--- config.mk ---
export PLATFORM = sky130hd
export DESIGN_NAME = sas_arb_sel
export DESIGN_NICKNAME = d
export VERILOG_FILES = /design/src/sas_pkg.sv /design/src/sas_tmr_if.sv /design/src/sas_arb_sel.sv /design/src/sas_timer.sv
export SDC_FILE = /design/constraint.sdc
export NUM_CORES = 1
export LEC_CHECK = 0
export ABC_AREA = 1
export BUFFER_PORTS_ARGS = -buffer_cell sky130_fd_sc_hd__buf_2
export CAP_MARGIN = 20
export CORE_ASPECT_RATIO = 0.7
export CORE_MARGIN = 2
export CORE_UTILIZATION = 30
export CTS_BUF_LIST = sky130_fd_sc_hd__clkbuf_8
export DETAILED_ROUTE_END_ITERATION = 10
export REMOVE_ABC_BUFFERS = 1
export SYNTH_ARGS = -nofsm -noshare
export SYNTH_HDL_FRONTEND = slang
export SYNTH_SLANG_ARGS = --single-unit
--- constraint.sdc ---
create_clock -name clock -period 3.25 [get_ports clock]
set_input_delay 0 -clock clock [delete_from_list [all_inputs] [get_ports clock]]
set_output_delay 0 -clock clock [all_outputs]
set_load 0.02 [all_outputs]
--- src/sas_pkg.sv ---
// constants, register map and types of the scsi arbitration and selection block
package sas_pkg;

   // ---------------------------------------------------------------
   // timing
   // ---------------------------------------------------------------
   localparam int CLK_PERIOD_PS    = 4000;
   localparam int ARB_DELAY_NS     = 2400;
   localparam int ARB_DELAY_CYC    = (ARB_DELAY_NS * 1000 + CLK_PERIOD_PS - 1) / CLK_PERIOD_PS;
   localparam int SEL_TIMEOUT_MS   = 250;
   localparam int SEL_TIMEOUT_CYC  = SEL_TIMEOUT_MS * (1000000000 / CLK_PERIOD_PS);
   localparam int TMR_W            = 26;

   // ---------------------------------------------------------------
   // register indices (byte address is four times the index)
   // ---------------------------------------------------------------
   localparam logic [11:0] IDX_CTL0    = 12'h000;
   localparam logic [11:0] IDX_CTL1    = 12'h001;
   localparam logic [11:0] IDX_OWNID   = 12'h004;
   localparam logic [11:0] IDX_DESTID  = 12'h006;
   localparam logic [11:0] IDX_STAT0   = 12'h00d;
   localparam logic [11:0] IDX_MASK0   = 12'h040;
   localparam logic [11:0] IDX_MASK1   = 12'h041;
   localparam logic [11:0] IDX_IST0    = 12'h042;
   localparam logic [11:0] IDX_IST1    = 12'h043;
   localparam logic [11:0] IDX_BUSVIEW = 12'h058;

   // ---------------------------------------------------------------
   // fields and reset values
   // ---------------------------------------------------------------
   localparam int CTL0_START      = 5;
   localparam int CTL0_MODE_LO    = 6;
   localparam int CTL1_CON        = 4;
   localparam int STAT0_WON       = 2;
   localparam int STAT0_LOST      = 3;
   localparam int IST0_FUNC_DONE  = 6;
   localparam int IST1_SEL_TMO    = 2;
   localparam int ID_LO           = 0;
   localparam int ID_HI           = 3;
   localparam logic [7:0] CTL0_RESET = 8'hc0;
   localparam logic [1:0] MODE_SIMPLE = 2'h0;
   localparam logic [1:0] MODE_FULL   = 2'h3;
   localparam logic [1:0] RESP_OKAY   = 2'h0;
   localparam logic [1:0] RESP_SLVERR = 2'h2;

   typedef enum logic [2:0] {
      SAS_IDLE, SAS_WAIT_FREE, SAS_ARB, SAS_SIMPLE_HOLD, SAS_SEL_SETTLE, SAS_SEL_WAIT
   } sas_state_t;

endpackage : sas_pkg

--- src/sas_tmr_if.sv ---
// load and expiry signals between the sequencer and its delay timer
`timescale 1ns/1ps
interface sas_tmr_if;
   import sas_pkg::*;
   logic             load;
   logic [TMR_W-1:0] count;
   logic             expired;
   modport ctrl (output load, output count, input expired);
   modport tmr  (input load, input count, output expired);
endinterface : sas_tmr_if

--- src/sas_arb_sel.sv ---
// scsi arbitration and selection sequencer with axi4-lite register slave
//
// Functional notes
// mode 00 simple, 11 full, others reserved
// simple: await bus free, drive busy, id
// simple: select seen, release, set lost
// software reads bus lines after arbitration delay
// software asserts select, waits settle delay; no register lets software drive select, only the full sequence drives it
// full: await bus free, drive busy, id
// full: lose on select or higher id, retry
// full: retry until won, set won flag
// after win, drive select, target, own id
// selection complete sets function-complete flag
// selection timeout sets selection time-out flag
// start bit launches sequence of chosen mode
// hardware clears start bit when finished
// software avoids start while connected
// software checks connected after aborted sequence
// start bit from software or script processor
// connected flag set after arbitration or selection
// reset: full mode, start clear; reserved inert
//
// The implementer's own choice: the AXI4-Lite interface to the registers.
`timescale 1ns/1ps
module sas_arb_sel #(
   parameter int SEL_TIMEOUT = sas_pkg::SEL_TIMEOUT_CYC
) (
   // clock and reset
   input  wire logic        clock,
   input  wire logic        rst,
   // axi4-lite write address and data
   input  wire logic [11:0] s_axi_awaddr,
   input  wire logic        s_axi_awvalid,
   output logic             s_axi_awready,
   input  wire logic [31:0] s_axi_wdata,
   input  wire logic [3:0]  s_axi_wstrb,
   input  wire logic        s_axi_wvalid,
   output logic             s_axi_wready,
   // axi4-lite write response
   output logic [1:0]       s_axi_bresp,
   output logic             s_axi_bvalid,
   input  wire logic        s_axi_bready,
   // axi4-lite read
   input  wire logic [11:0] s_axi_araddr,
   input  wire logic        s_axi_arvalid,
   output logic             s_axi_arready,
   output logic [31:0]      s_axi_rdata,
   output logic [1:0]       s_axi_rresp,
   output logic             s_axi_rvalid,
   input  wire logic        s_axi_rready,
   // script processor start request
   input  wire logic        scriptStart,
   // scsi bus, asserted level is 1
   input  wire logic        busyLineIn,
   output logic             busyLineOut,
   output logic             busyLineOe,
   input  wire logic        selectIn,
   output logic             selectOut,
   output logic             selectOe,
   input  wire logic [15:0] dataLinesIn,
   output logic [15:0]      dataLinesOut,
   output logic [15:0]      dataLinesOe,
   // interrupt
   output logic             irq
);
   import sas_pkg::*;

   // ---------------------------------------------------------------
   // state
   // ---------------------------------------------------------------
   typedef struct packed {
      sas_state_t       st;
      logic [7:0]       ctl0;
      logic             connected_flag;
      logic [7:0]       ownId;
      logic [7:0]       destId;
      logic [7:0]       stat0;
      logic [7:0]       ist0;
      logic [7:0]       ist1;
      logic [7:0]       mask0;
      logic [7:0]       mask1;
      logic             busy;
      logic             sel;
      logic [15:0]      dataOut;
      logic             awHave;
      logic [11:0]      awAddr;
      logic             wHave;
      logic [31:0]      wData;
      logic [3:0]       wStrb;
      logic             bValid;
      logic [1:0]       bResp;
      logic             rValid;
      logic [31:0]      rData;
      logic [1:0]       rResp;
      logic             tmrLoad;
      logic [TMR_W-1:0] tmrCount;
   } sas_regs_t;

   sas_regs_t cur_ff;
   sas_regs_t nxt_cur;
   sas_tmr_if tmrBus ();

   // ---------------------------------------------------------------
   // delay timer
   // ---------------------------------------------------------------
   sas_timer u_timer (
      .clock (clock),
      .rst   (rst),
      .tmr   (tmrBus.tmr)
   );

   assign tmrBus.load  = cur_ff.tmrLoad;
   assign tmrBus.count = cur_ff.tmrCount;

   // ---------------------------------------------------------------
   // decoded helpers
   // ---------------------------------------------------------------
   logic [1:0]  arbMode;
   logic [15:0] ownBit;
   logic [15:0] destBit;
   logic [15:0] higherIds;
   logic        busFree;
   logic [11:0] wIdx;
   logic [11:0] rIdx;

   assign arbMode   = cur_ff.ctl0[CTL0_MODE_LO +: 2];
   assign ownBit    = 16'h0001 << cur_ff.ownId[ID_HI:ID_LO];
   assign destBit   = 16'h0001 << cur_ff.destId[ID_HI:ID_LO];
   // every id bit above our own has higher priority
   assign higherIds = ~((ownBit << 1) - 16'h0001);
   assign busFree   = !busyLineIn && !selectIn;
   assign wIdx      = {2'h0, cur_ff.awAddr[11:2]};
   assign rIdx      = {2'h0, s_axi_araddr[11:2]};

   // ---------------------------------------------------------------
   // next state: registers, bus slave and sequencer
   // ---------------------------------------------------------------
   always_comb begin
      logic [7:0] wb;
      logic       doWrite;
      logic [7:0] setIst0;
      logic [7:0] setIst1;
      wb      = cur_ff.wData[7:0];
      doWrite = cur_ff.awHave && cur_ff.wHave && !cur_ff.bValid;
      setIst0 = 8'h00;
      setIst1 = 8'h00;
      nxt_cur = cur_ff;
      nxt_cur.tmrLoad = 1'b0;

      // write channel capture, address and data in any order
      if (s_axi_awvalid && s_axi_awready) begin
         nxt_cur.awHave = 1'b1;
         nxt_cur.awAddr = s_axi_awaddr;
      end
      if (s_axi_wvalid && s_axi_wready) begin
         nxt_cur.wHave = 1'b1;
         nxt_cur.wData = s_axi_wdata;
         nxt_cur.wStrb = s_axi_wstrb;
      end
      if (s_axi_bvalid && s_axi_bready) begin
         nxt_cur.bValid = 1'b0;
      end

      // register write, only the low byte lane carries data
      if (doWrite) begin
         nxt_cur.awHave = 1'b0;
         nxt_cur.wHave  = 1'b0;
         nxt_cur.bValid = 1'b1;
         nxt_cur.bResp  = RESP_OKAY;
         if (wIdx == IDX_CTL0) begin
            if (cur_ff.wStrb[0]) nxt_cur.ctl0 = wb;
         end else if (wIdx == IDX_CTL1) begin
            if (cur_ff.wStrb[0]) nxt_cur.connected_flag = wb[CTL1_CON];
         end else if (wIdx == IDX_OWNID) begin
            if (cur_ff.wStrb[0]) nxt_cur.ownId = wb;
         end else if (wIdx == IDX_DESTID) begin
            if (cur_ff.wStrb[0]) nxt_cur.destId = wb;
         end else if (wIdx == IDX_STAT0) begin
            if (cur_ff.wStrb[0]) nxt_cur.stat0 = cur_ff.stat0 & ~wb;
         end else if (wIdx == IDX_MASK0) begin
            if (cur_ff.wStrb[0]) nxt_cur.mask0 = wb;
         end else if (wIdx == IDX_MASK1) begin
            if (cur_ff.wStrb[0]) nxt_cur.mask1 = wb;
         end else if (wIdx == IDX_IST0) begin
            if (cur_ff.wStrb[0]) nxt_cur.ist0 = cur_ff.ist0 & ~wb;
         end else if (wIdx == IDX_IST1) begin
            if (cur_ff.wStrb[0]) nxt_cur.ist1 = cur_ff.ist1 & ~wb;
         end else if (wIdx != IDX_BUSVIEW) begin
            nxt_cur.bResp = RESP_SLVERR;
         end
      end

      // script processor may also raise the start bit
      if (scriptStart) nxt_cur.ctl0[CTL0_START] = 1'b1;

      // read channel, one cycle from address to data
      if (s_axi_rvalid && s_axi_rready) nxt_cur.rValid = 1'b0;
      if (s_axi_arvalid && s_axi_arready) begin
         nxt_cur.rValid = 1'b1;
         nxt_cur.rResp  = RESP_OKAY;
         nxt_cur.rData  = 32'h0000_0000;
         if (rIdx == IDX_CTL0) begin
            nxt_cur.rData[7:0] = cur_ff.ctl0;
         end else if (rIdx == IDX_CTL1) begin
            nxt_cur.rData[CTL1_CON] = cur_ff.connected_flag;
         end else if (rIdx == IDX_OWNID) begin
            nxt_cur.rData[7:0] = cur_ff.ownId;
         end else if (rIdx == IDX_DESTID) begin
            nxt_cur.rData[7:0] = cur_ff.destId;
         end else if (rIdx == IDX_STAT0) begin
            nxt_cur.rData[7:0] = cur_ff.stat0;
         end else if (rIdx == IDX_MASK0) begin
            nxt_cur.rData[7:0] = cur_ff.mask0;
         end else if (rIdx == IDX_MASK1) begin
            nxt_cur.rData[7:0] = cur_ff.mask1;
         end else if (rIdx == IDX_IST0) begin
            nxt_cur.rData[7:0] = cur_ff.ist0;
         end else if (rIdx == IDX_IST1) begin
            nxt_cur.rData[7:0] = cur_ff.ist1;
         end else if (rIdx == IDX_BUSVIEW) begin
            nxt_cur.rData[15:0] = dataLinesIn;
         end else begin
            nxt_cur.rResp = RESP_SLVERR;
         end
      end

      // arbitration and selection sequencer
      case (cur_ff.st)
         SAS_IDLE: begin
            if (cur_ff.ctl0[CTL0_START]) begin
               if (arbMode == MODE_SIMPLE || arbMode == MODE_FULL) begin
                  nxt_cur.st    = SAS_WAIT_FREE;
                  nxt_cur.stat0 = cur_ff.stat0 & ~((8'h01 << STAT0_WON) | (8'h01 << STAT0_LOST));
               end else begin
                  nxt_cur.ctl0[CTL0_START] = 1'b0;
               end
            end
         end
         SAS_WAIT_FREE: begin
            if (busFree) begin
               nxt_cur.st       = SAS_ARB;
               nxt_cur.busy     = 1'b1;
               nxt_cur.dataOut  = ownBit;
               nxt_cur.tmrLoad  = 1'b1;
               nxt_cur.tmrCount = TMR_W'(ARB_DELAY_CYC);
            end
         end
         SAS_ARB: begin
            if (selectIn) begin
               nxt_cur.busy    = 1'b0;
               nxt_cur.dataOut = 16'h0000;
               if (arbMode == MODE_SIMPLE) begin
                  nxt_cur.stat0[STAT0_LOST] = 1'b1;
                  nxt_cur.ctl0[CTL0_START]  = 1'b0;
                  nxt_cur.st = SAS_IDLE;
               end else begin
                  nxt_cur.st = SAS_WAIT_FREE;
               end
            end else if (tmrBus.expired) begin
               if (arbMode == MODE_SIMPLE) begin
                  // software still checks the bus lines itself
                  nxt_cur.connected_flag = ((dataLinesIn & higherIds) == 16'h0000) ? 1'b1 : cur_ff.connected_flag;
                  nxt_cur.ctl0[CTL0_START] = 1'b0;
                  nxt_cur.st = SAS_SIMPLE_HOLD;
               end else if ((dataLinesIn & higherIds) != 16'h0000) begin
                  nxt_cur.busy    = 1'b0;
                  nxt_cur.dataOut = 16'h0000;
                  nxt_cur.st      = SAS_WAIT_FREE;
               end else begin
                  nxt_cur.stat0[STAT0_WON] = 1'b1;
                  nxt_cur.connected_flag      = 1'b1;
                  nxt_cur.sel      = 1'b1;
                  nxt_cur.dataOut  = ownBit | destBit;
                  nxt_cur.tmrLoad  = 1'b1;
                  nxt_cur.tmrCount = TMR_W'(ARB_DELAY_CYC);
                  nxt_cur.st       = SAS_SEL_SETTLE;
               end
            end
         end
         SAS_SIMPLE_HOLD: begin
            // busy stays driven until the connected flag is clear
            if (!cur_ff.connected_flag) begin
               nxt_cur.busy    = 1'b0;
               nxt_cur.dataOut = 16'h0000;
               nxt_cur.st      = SAS_IDLE;
            end
         end
         SAS_SEL_SETTLE: begin
            if (tmrBus.expired) begin
               nxt_cur.busy     = 1'b0; // target answers by raising busy
               nxt_cur.tmrLoad  = 1'b1;
               nxt_cur.tmrCount = TMR_W'(SEL_TIMEOUT);
               nxt_cur.st       = SAS_SEL_WAIT;
            end
         end
         SAS_SEL_WAIT: begin
            if (busyLineIn && !cur_ff.tmrLoad) begin
               setIst0[IST0_FUNC_DONE] = 1'b1;
               nxt_cur.sel     = 1'b0;
               nxt_cur.dataOut = 16'h0000;
               nxt_cur.ctl0[CTL0_START] = 1'b0;
               nxt_cur.st      = SAS_IDLE;
            end else if (tmrBus.expired) begin
               setIst1[IST1_SEL_TMO] = 1'b1;
               nxt_cur.sel     = 1'b0;
               nxt_cur.dataOut = 16'h0000;
               nxt_cur.connected_flag     = 1'b0;
               nxt_cur.ctl0[CTL0_START] = 1'b0;
               nxt_cur.st      = SAS_IDLE;
            end
         end
         default: nxt_cur.st = SAS_IDLE;
      endcase

      // hardware set wins over a write-one clear in the same cycle
      nxt_cur.ist0 = nxt_cur.ist0 | setIst0;
      nxt_cur.ist1 = nxt_cur.ist1 | setIst1;
   end

   // ---------------------------------------------------------------
   // state register
   // ---------------------------------------------------------------
   always_ff @(posedge clock) begin
      if (rst) begin
         cur_ff      <= '0;
         cur_ff.st   <= SAS_IDLE;
         cur_ff.ctl0 <= CTL0_RESET;
      end else begin
         cur_ff <= nxt_cur;
      end
   end

   // ---------------------------------------------------------------
   // outputs
   // ---------------------------------------------------------------
   // one transaction at a time: hold address and data until the response is taken
   assign s_axi_awready = !cur_ff.awHave && !cur_ff.bValid;
   assign s_axi_wready  = !cur_ff.wHave && !cur_ff.bValid;
   assign s_axi_bvalid  = cur_ff.bValid;
   assign s_axi_bresp   = cur_ff.bResp;
   assign s_axi_arready = !cur_ff.rValid;
   assign s_axi_rvalid  = cur_ff.rValid;
   assign s_axi_rdata   = cur_ff.rData;
   assign s_axi_rresp   = cur_ff.rResp;

   // open-drain style: drive only the asserted lines
   assign busyLineOut  = cur_ff.busy;
   assign busyLineOe   = cur_ff.busy;
   assign selectOut    = cur_ff.sel;
   assign selectOe     = cur_ff.sel;
   assign dataLinesOut = cur_ff.dataOut;
   assign dataLinesOe  = cur_ff.dataOut;

   assign irq = |((cur_ff.ist0 & cur_ff.mask0) | (cur_ff.ist1 & cur_ff.mask1));

endmodule : sas_arb_sel

--- src/sas_timer.sv ---
// down-counting delay timer used for arbitration delay and selection time-out
`timescale 1ns/1ps
module sas_timer (
   // clock and reset
   input wire logic clock,
   input wire logic rst,
   // control
   sas_tmr_if.tmr   tmr
);
   import sas_pkg::*;

   typedef struct packed {
      logic [TMR_W-1:0] remain;
      logic             expired;
   } sas_tmr_state_t;

   sas_tmr_state_t cur_ff;
   sas_tmr_state_t nxt_cur;

   // load wins over counting so a restart always gets the full delay
   always_comb begin
      nxt_cur = cur_ff;
      // expiry is a one-cycle pulse, a stale level would end the next delay at once
      nxt_cur.expired = 1'b0;
      if (tmr.load) begin
         nxt_cur.remain  = tmr.count;
      end else if (cur_ff.remain != '0) begin
         nxt_cur.remain  = cur_ff.remain - 1'b1;
         nxt_cur.expired = (cur_ff.remain == TMR_W'(1));
      end
   end

   // state register
   always_ff @(posedge clock) begin
      if (rst) begin
         cur_ff <= '0;
      end else begin
         cur_ff <= nxt_cur;
      end
   end

   assign tmr.expired = cur_ff.expired;

endmodule : sas_timer

Word-level counts from Yosys, hierarchy flattened
Index checks and enable logic that the tools add are counted.
{"block": "totals", "regBits": 185, "out_inout_bits": 78, "elab_cells": 282}
{"block": "op_classes", "add_sub_neg": 2, "n_eq_ne": 40, "shift": 2, "muxes": 144, "n_bitwise": 19, "reduce_logical": 46}
{"cell": "two-way mux 8 bit", "count": 34}
{"cell": "two-way mux 27 bit", "count": 7}
{"cell": "two-way mux 16 bit", "count": 7}
{"cell": "== test 10 x 7 -> 1 bit, second input constant", "count": 9}
{"cell": "one-hot mux 27 bit (3 select lines)", "count": 1}
{"cell": "one-hot mux 16 bit (4 select lines)", "count": 1}
{"cell": "two-way mux 63 bit", "count": 1}
{"cell": "two-way mux 57 bit", "count": 1}
{"cell": "two-way mux 56 bit", "count": 1}
{"cell": "two-way mux 48 bit", "count": 1}
{"cell": "AND 8 bit", "count": 5}
{"cell": "== test 10 x 3 -> 1 bit, second input constant", "count": 4}
{"cell": "two-way mux 2 bit", "count": 20}
{"cell": "two-way mux 40 bit", "count": 1}
{"cell": "two-way mux 1 bit", "count": 39}
{"cell": "two-way mux 18 bit", "count": 2}
{"cell": "two-way mux 3 bit", "count": 12}
{"cell": "two-way mux 35 bit", "count": 1}
{"cell": "two-way mux 17 bit", "count": 2}
{"cell": "two-way mux 32 bit", "count": 1}
{"cell": "<< shifter 1 x 4 -> 16 bit, first input constant", "count": 2}
{"cell": "== test 26 x 1 -> 1 bit, second input constant", "count": 1}
{"cell": "two-way mux 26 bit", "count": 1}
{"cell": "nonzero test 26 bit", "count": 1}
{"cell": "other kinds (50)", "count": 98}

Longest topological paths before layout
{"block": "depth", "depth_word": 18, "mapped_depth": 18}

Modules after synthesis
Synthesis repeated with hierarchy kept, for this count alone.
{"block": "unflattened", "hier_cells": 1346, "hier_area_um2": 9019.9}
{"module": "sas_arb_sel", "n_inst": 1, "cells_each": 1048, "area_per_inst_um2": 7061.8}
{"module": "sas_timer", "n_inst": 1, "cells_each": 298, "area_per_inst_um2": 1958.1}

Worst setup path after synthesis
No wires, ideal clock.
{"block": "synth_path", "path_type": "register -> register", "from": "register cur_ff[182] (netlist name)", "to": "register cur_ff, in the netlist dataLinesOe[10]", "t_arrival_ns": 2.349, "slack_ns": 0.831, "path_stages_with_launch": 19, "period_less_slack_ns": 2.419, "cell_sequence": "dfxtp_1 buf_2 nor2_1 nand2_1 nor2_1 inv_1 ha_1 nand2_1 nand2_1 a21oi_1 nand3b_1 nor2_1 nand2_1 nor2_4 nand2_2 a21oi_4 buf_6 nand2_2 a21oi_2"}
{"block": "synth_via", "elab_chain_cells": 10}
{"item": "from (decl)", "line": "sas_arb_sel.sv:99", "source": "sas_regs_t cur_ff;"}
{"item": "from (signal assigned)", "line": "sas_arb_sel.sv:329", "source": "cur_ff <= nxt_cur;"}
{"item": "<< shifter 1 x 4 -> 16 bit (*)", "line": "sas_arb_sel.sv:127", "source": "assign ownBit = 16'h0001 << cur_ff.ownId[ID_HI:ID_LO];"}
{"item": "subtractor 16 x 1 -> 16 bit", "line": "sas_arb_sel.sv:130", "source": "assign higherIds = ~((ownBit << 1) - 16'h0001);"}
{"item": "NOT 16 bit", "line": "sas_arb_sel.sv:130"}
{"item": "AND 16 bit", "line": "sas_arb_sel.sv:265", "source": "end else if ((dataLinesIn & higherIds) != 16'h0000) begin"}
{"item": "nonzero test 16 bit", "line": "sas_arb_sel.sv:265"}
{"item": "two-way mux 16 bit", "line": "sas_arb_sel.sv:265"}
{"item": "two-way mux 18 bit", "line": "sas_arb_sel.sv:260", "source": "if (arbMode == MODE_SIMPLE) begin"}
{"item": "two-way mux 18 bit", "line": "sas_arb_sel.sv:259", "source": "end else if (tmrBus.expired) begin"}
{"item": "two-way mux 16 bit", "line": "sas_arb_sel.sv:249", "source": "if (selectIn) begin"}
{"item": "one-hot mux 16 bit (4 select lines) (*)", "line": "sas_arb_sel.sv:228", "source": "case (cur_ff.st)"}
Every way passes the cells marked *; elsewhere a longest branch is shown, timed or not. The select of a mux whose other input is x is not followed.
A chain may end at the register's enable or synchronous reset.

Final worst setup path
{"block": "layout_path", "from": "register cur_ff[182] (netlist name)", "to": "register cur_ff, in the netlist dataLinesOe[1]"}
Same word-level chain as after synthesis.

==> results.md <==
- Status: complete, no violations
- Critical-path cell list: nor2_1 > nand2_1 > nor2_1 > inv_1 > ha_1 > nand2_1 > nand2_1 > a21oi_1 > nand3b_1 > nor2_1 > nand2_1 > nor2_4 > nand2_2 > a21oi_4 > buf_4 > nand2_1 > a21oi_1
- Total GRT Usage: about 17%
- Fmax: 342 MHz
- Port Buf Inserts: approximately 110
- Max-cap violation count: 0
- DP HPWL: between 15000 and 20000 um
- R2R setup slack: between 0.3 and 0.4 ns
- Fillers: approximately 3000
- #FFs+latches synth: 157
- Row cnt: 51
- Synth Flop Type: dfxtp_1
- First-pass GRT wire length: 39200 um
- Final ANT Viol Nets: 0
- Initial antenna violation count: 0
- Hold endpoint: s_axi_rdata[8]
- EDFF count, synth: 0
- Worst R2R End: dataLinesOe[1]
- Initial DRC Count: ~630
- Sink Count: about 160
- Worst setup margin: 0.330 ns
- Crit share post-route: about nine tenths
- Gpl congestion: 0.909
- Hold WC Path Type: in -> reg
- CTS root buffer: clkbuf_8
- Reg2Reg Depth: 17
- Fin Clk Skew: ~0.015 ns
- Vias/cell: roughly 4.8
- Post-synthesis sequential area ratio: between 30 and 40%
- Worst-path clk slew: 0.09 ns
- Synthesized cell area: around 0.0085 sq mm
- Core area: roughly 0.028 sq mm
- Routed via count: 8249
- Fin crit period: 2.92 ns
- Mapped Avg Cell Area: approximately 6.8 sq um
- H-tree depth: 4
- Syn Inst Count: between 1000 and 1500
- Dpl ws: about 0.45 ns
- Hold path cells: 4
- Worst Tran Pin Value: 0.845 ns
- Layout cells sized above 1: around 14%
- Die area: 0.0296 sq mm
- Design area: between 0.009 and 0.01 sq mm
- Slew Limit Headroom: between 40% and 50%
- Hold_sp: s_axi_arvalid
- Setup CP Type: reg -> reg
- Leak: ~4.1 nW
- Register area: 0.00314 sq mm
- Final-report max-slew violation count: 0
- RSZ-0062 raised after global routing: false
- Starting Density: between 30% and 40%
- Startpoint types: flop
- CP Data Required Time: between 3 and 4 ns
- Nets: approximately 1400
- Pwr Density: 555 mW/mm^2
- Post-route DRC: 0
- Final setup vio count: 0
- Worst-skew pair later-pin latency: 0.47 ns
- Num ports: around 160
- Cell family with most CP delay: simple AND/OR/NAND/NOR gates
- Async SR Flop Fraction: 0%
- Clk buf depth: 2
- CP Data Arrival Time: between 3 and 4 ns
- Hold Slack: about 0.042 ns
- Post-CTS sizing: 0
- Die span in y: between 100 and 150 um
- Die X: between 200 and 250 um
- Max IR drop VDD: roughly 250 uV
- Max FO, Critical Path: 18
- Number of distinct library cells after synthesis: 48
- Detailed-router iteration count before antenna repair: 5
- CTS buffer count: 17
- Final hold violations: 0
- Total congestion overflow: 0
- CP dominant cell by count: nand2_1
- Routed wire length: around 25000 um
- TNS Setup: 0 ns
- Critical Path Slowest Stage Cell: dfxtp_1
- CTS tree: done
- Avg WL per Cell: about 14 um
- CP max stage delay: ~0.4 ns
- Vias in the first global route: between 7000 and 8000
- Area occupied by multi-input gates: slightly above 0.004 sq mm
- DP Area: a little under 0.009 sq mm
- CP bufs+invs: 2
- P&R area growth vs syn: 14.1%
- Yosys warning count: 0
- N_diodes: 0
- Worst R2R Start: cur_ff[182]
- Worst Setup End Kind: flop
- Largest net degree at the start of global routing: 40
sequential cells by signal (all words and copies together) (netlist names):
name	count
cur_ff	87
u_timer.cur_ff	26
dataLinesOe	16
s_axi_rdata	16
arbMode	2
tmrBus.count	2
busyLineOe	1
s_axi_bresp	1
s_axi_bvalid	1
s_axi_rresp	1
s_axi_rvalid	1
selectOe	1
tmrBus.load	1
u_timer.tmr.expired	1
cells in the final DEF, fill, tap and decap left out, types with 19 or more instances in the layout:
cell type and count:
nand2_1 206, inv_1 164, dfxtp_1 157, o21ai_0 132, nor2_1 121, buf_2 114
a21oi_1 107, nand3_1 60, nand4_1 33, dlygate4sd3_1 33, nor3_1 19, clkbuf_8 19
metal layers:
layer	routed length [um]	GRT usage, %	up-vias	part of all wire [%]
met5	0	0	-	0
met4	427	5.57	0	1.7
met3	1350	2.52	33	5.5
met2	9880	24.2	239	40
met1	12900	25.0	3786	52
li1	-	-	4191	-
how the worst max path moves through the flow:
stage | to | cells after the start | from | slack, ns
2_1_floorplan | dataLinesOe[0] | 16 | cur_ff[181] | 0.83
3_3_place_gp | dataLinesOe[3] | 17 | cur_ff[182] | 0.52
3_5_place_dp | dataLinesOe[1] | 17 | cur_ff[182] | 0.45
4_1_cts | dataLinesOe[1] | 17 | cur_ff[182] | 0.43
5_1_grt | dataLinesOe[1] | 17 | cur_ff[182] | 0.15
6_report | dataLinesOe[1] | 17 | cur_ff[182] | 0.33
logic make-up after synthesis:
family,count (synthesis),share of synthesized area (%)
buffers and inverters,281,15.7
xor gates and xnor gates,12,1.24
other,1,0.0443
adders and majority gates,4,0.591
AOI/OAI and AO/OA,308,20.3
and+or+nand+nor,482,25.1
DFF,157,37.1
where the power goes:
group / total [mW] / switching, mW / internal (mW)
logic: 1.62 / 1.06 / 0.560
registers: 2.27 / 0.173 / 2.10
clock network: 1.48 / 0.766 / 0.712
final cells by class:
cell class | count | area share [%]
multi-input cells | 824 | 42.0
flip-flops and latches | 157 | 32.5
repair buffers | 155 | 9.94
inverters | 173 | 6.71
well taps | 371 | 4.80
clock buffers | 19 | 2.70
clock inverters | 13 | 1.32
cell usage after synthesis, drive strengths merged, types with 2 or more instances:
library cell	instances	share of area [%]
nand2	215	9.8
nand3b	3	0.27
a211oi	15	1.3
o21a	2	0.18
clkbuf	31	1.4
o211ai	15	1.3
a21oi	116	7.3
clkinv	7	0.31
a221oi	3	0.31
a21o	3	0.27
a31oi	5	0.37
nor4	15	1.1
o31ai	3	0.27
nand4	33	2.4
o22ai	7	0.52
xnor2	5	0.52
buf	77	6.7
inv	166	7.4
xor2	7	0.72
nor3	20	1.2
or2	4	0.30
dfxtp	157	37
o21ai	134	7.9
nand3	61	3.7
ha	4	0.59
o21bai	2	0.18
nor2	126	5.8
metrics by stage:
step	total power [mW]	instances	util, %
final	5.37	1712	34.8
after global routing	5.73	1712	34.8
after CTS	5.40	1712	34.8
after detailed placement	3.89	1647	32.2
after global placement	3.86	1647	32.2
after floorplan	3.45	1154	-
what timing repair did:
item | CTS | global route
hold buffers | 33 | 0
setup buffers | 0 | 0
hold endpoints to repair | 32 | 0
worst register-to-register path: stages (launching register included):
cell and delay [ns]:
dfxtp_1 0.41, nor2_1 0.30, nand2_1 0.16, nor2_1 0.15, inv_1 0.09, ha_1 0.27, nand2_1 0.07, nand2_1 0.05
a21oi_1 0.11, nand3b_1 0.09, nor2_1 0.10, nand2_1 0.09, nor2_4 0.20, nand2_2 0.13, a21oi_4 0.13, buf_4 0.27
nand2_1 0.10, a21oi_1 0.13
No activity file was read; power rests on OpenSTA's default activity.
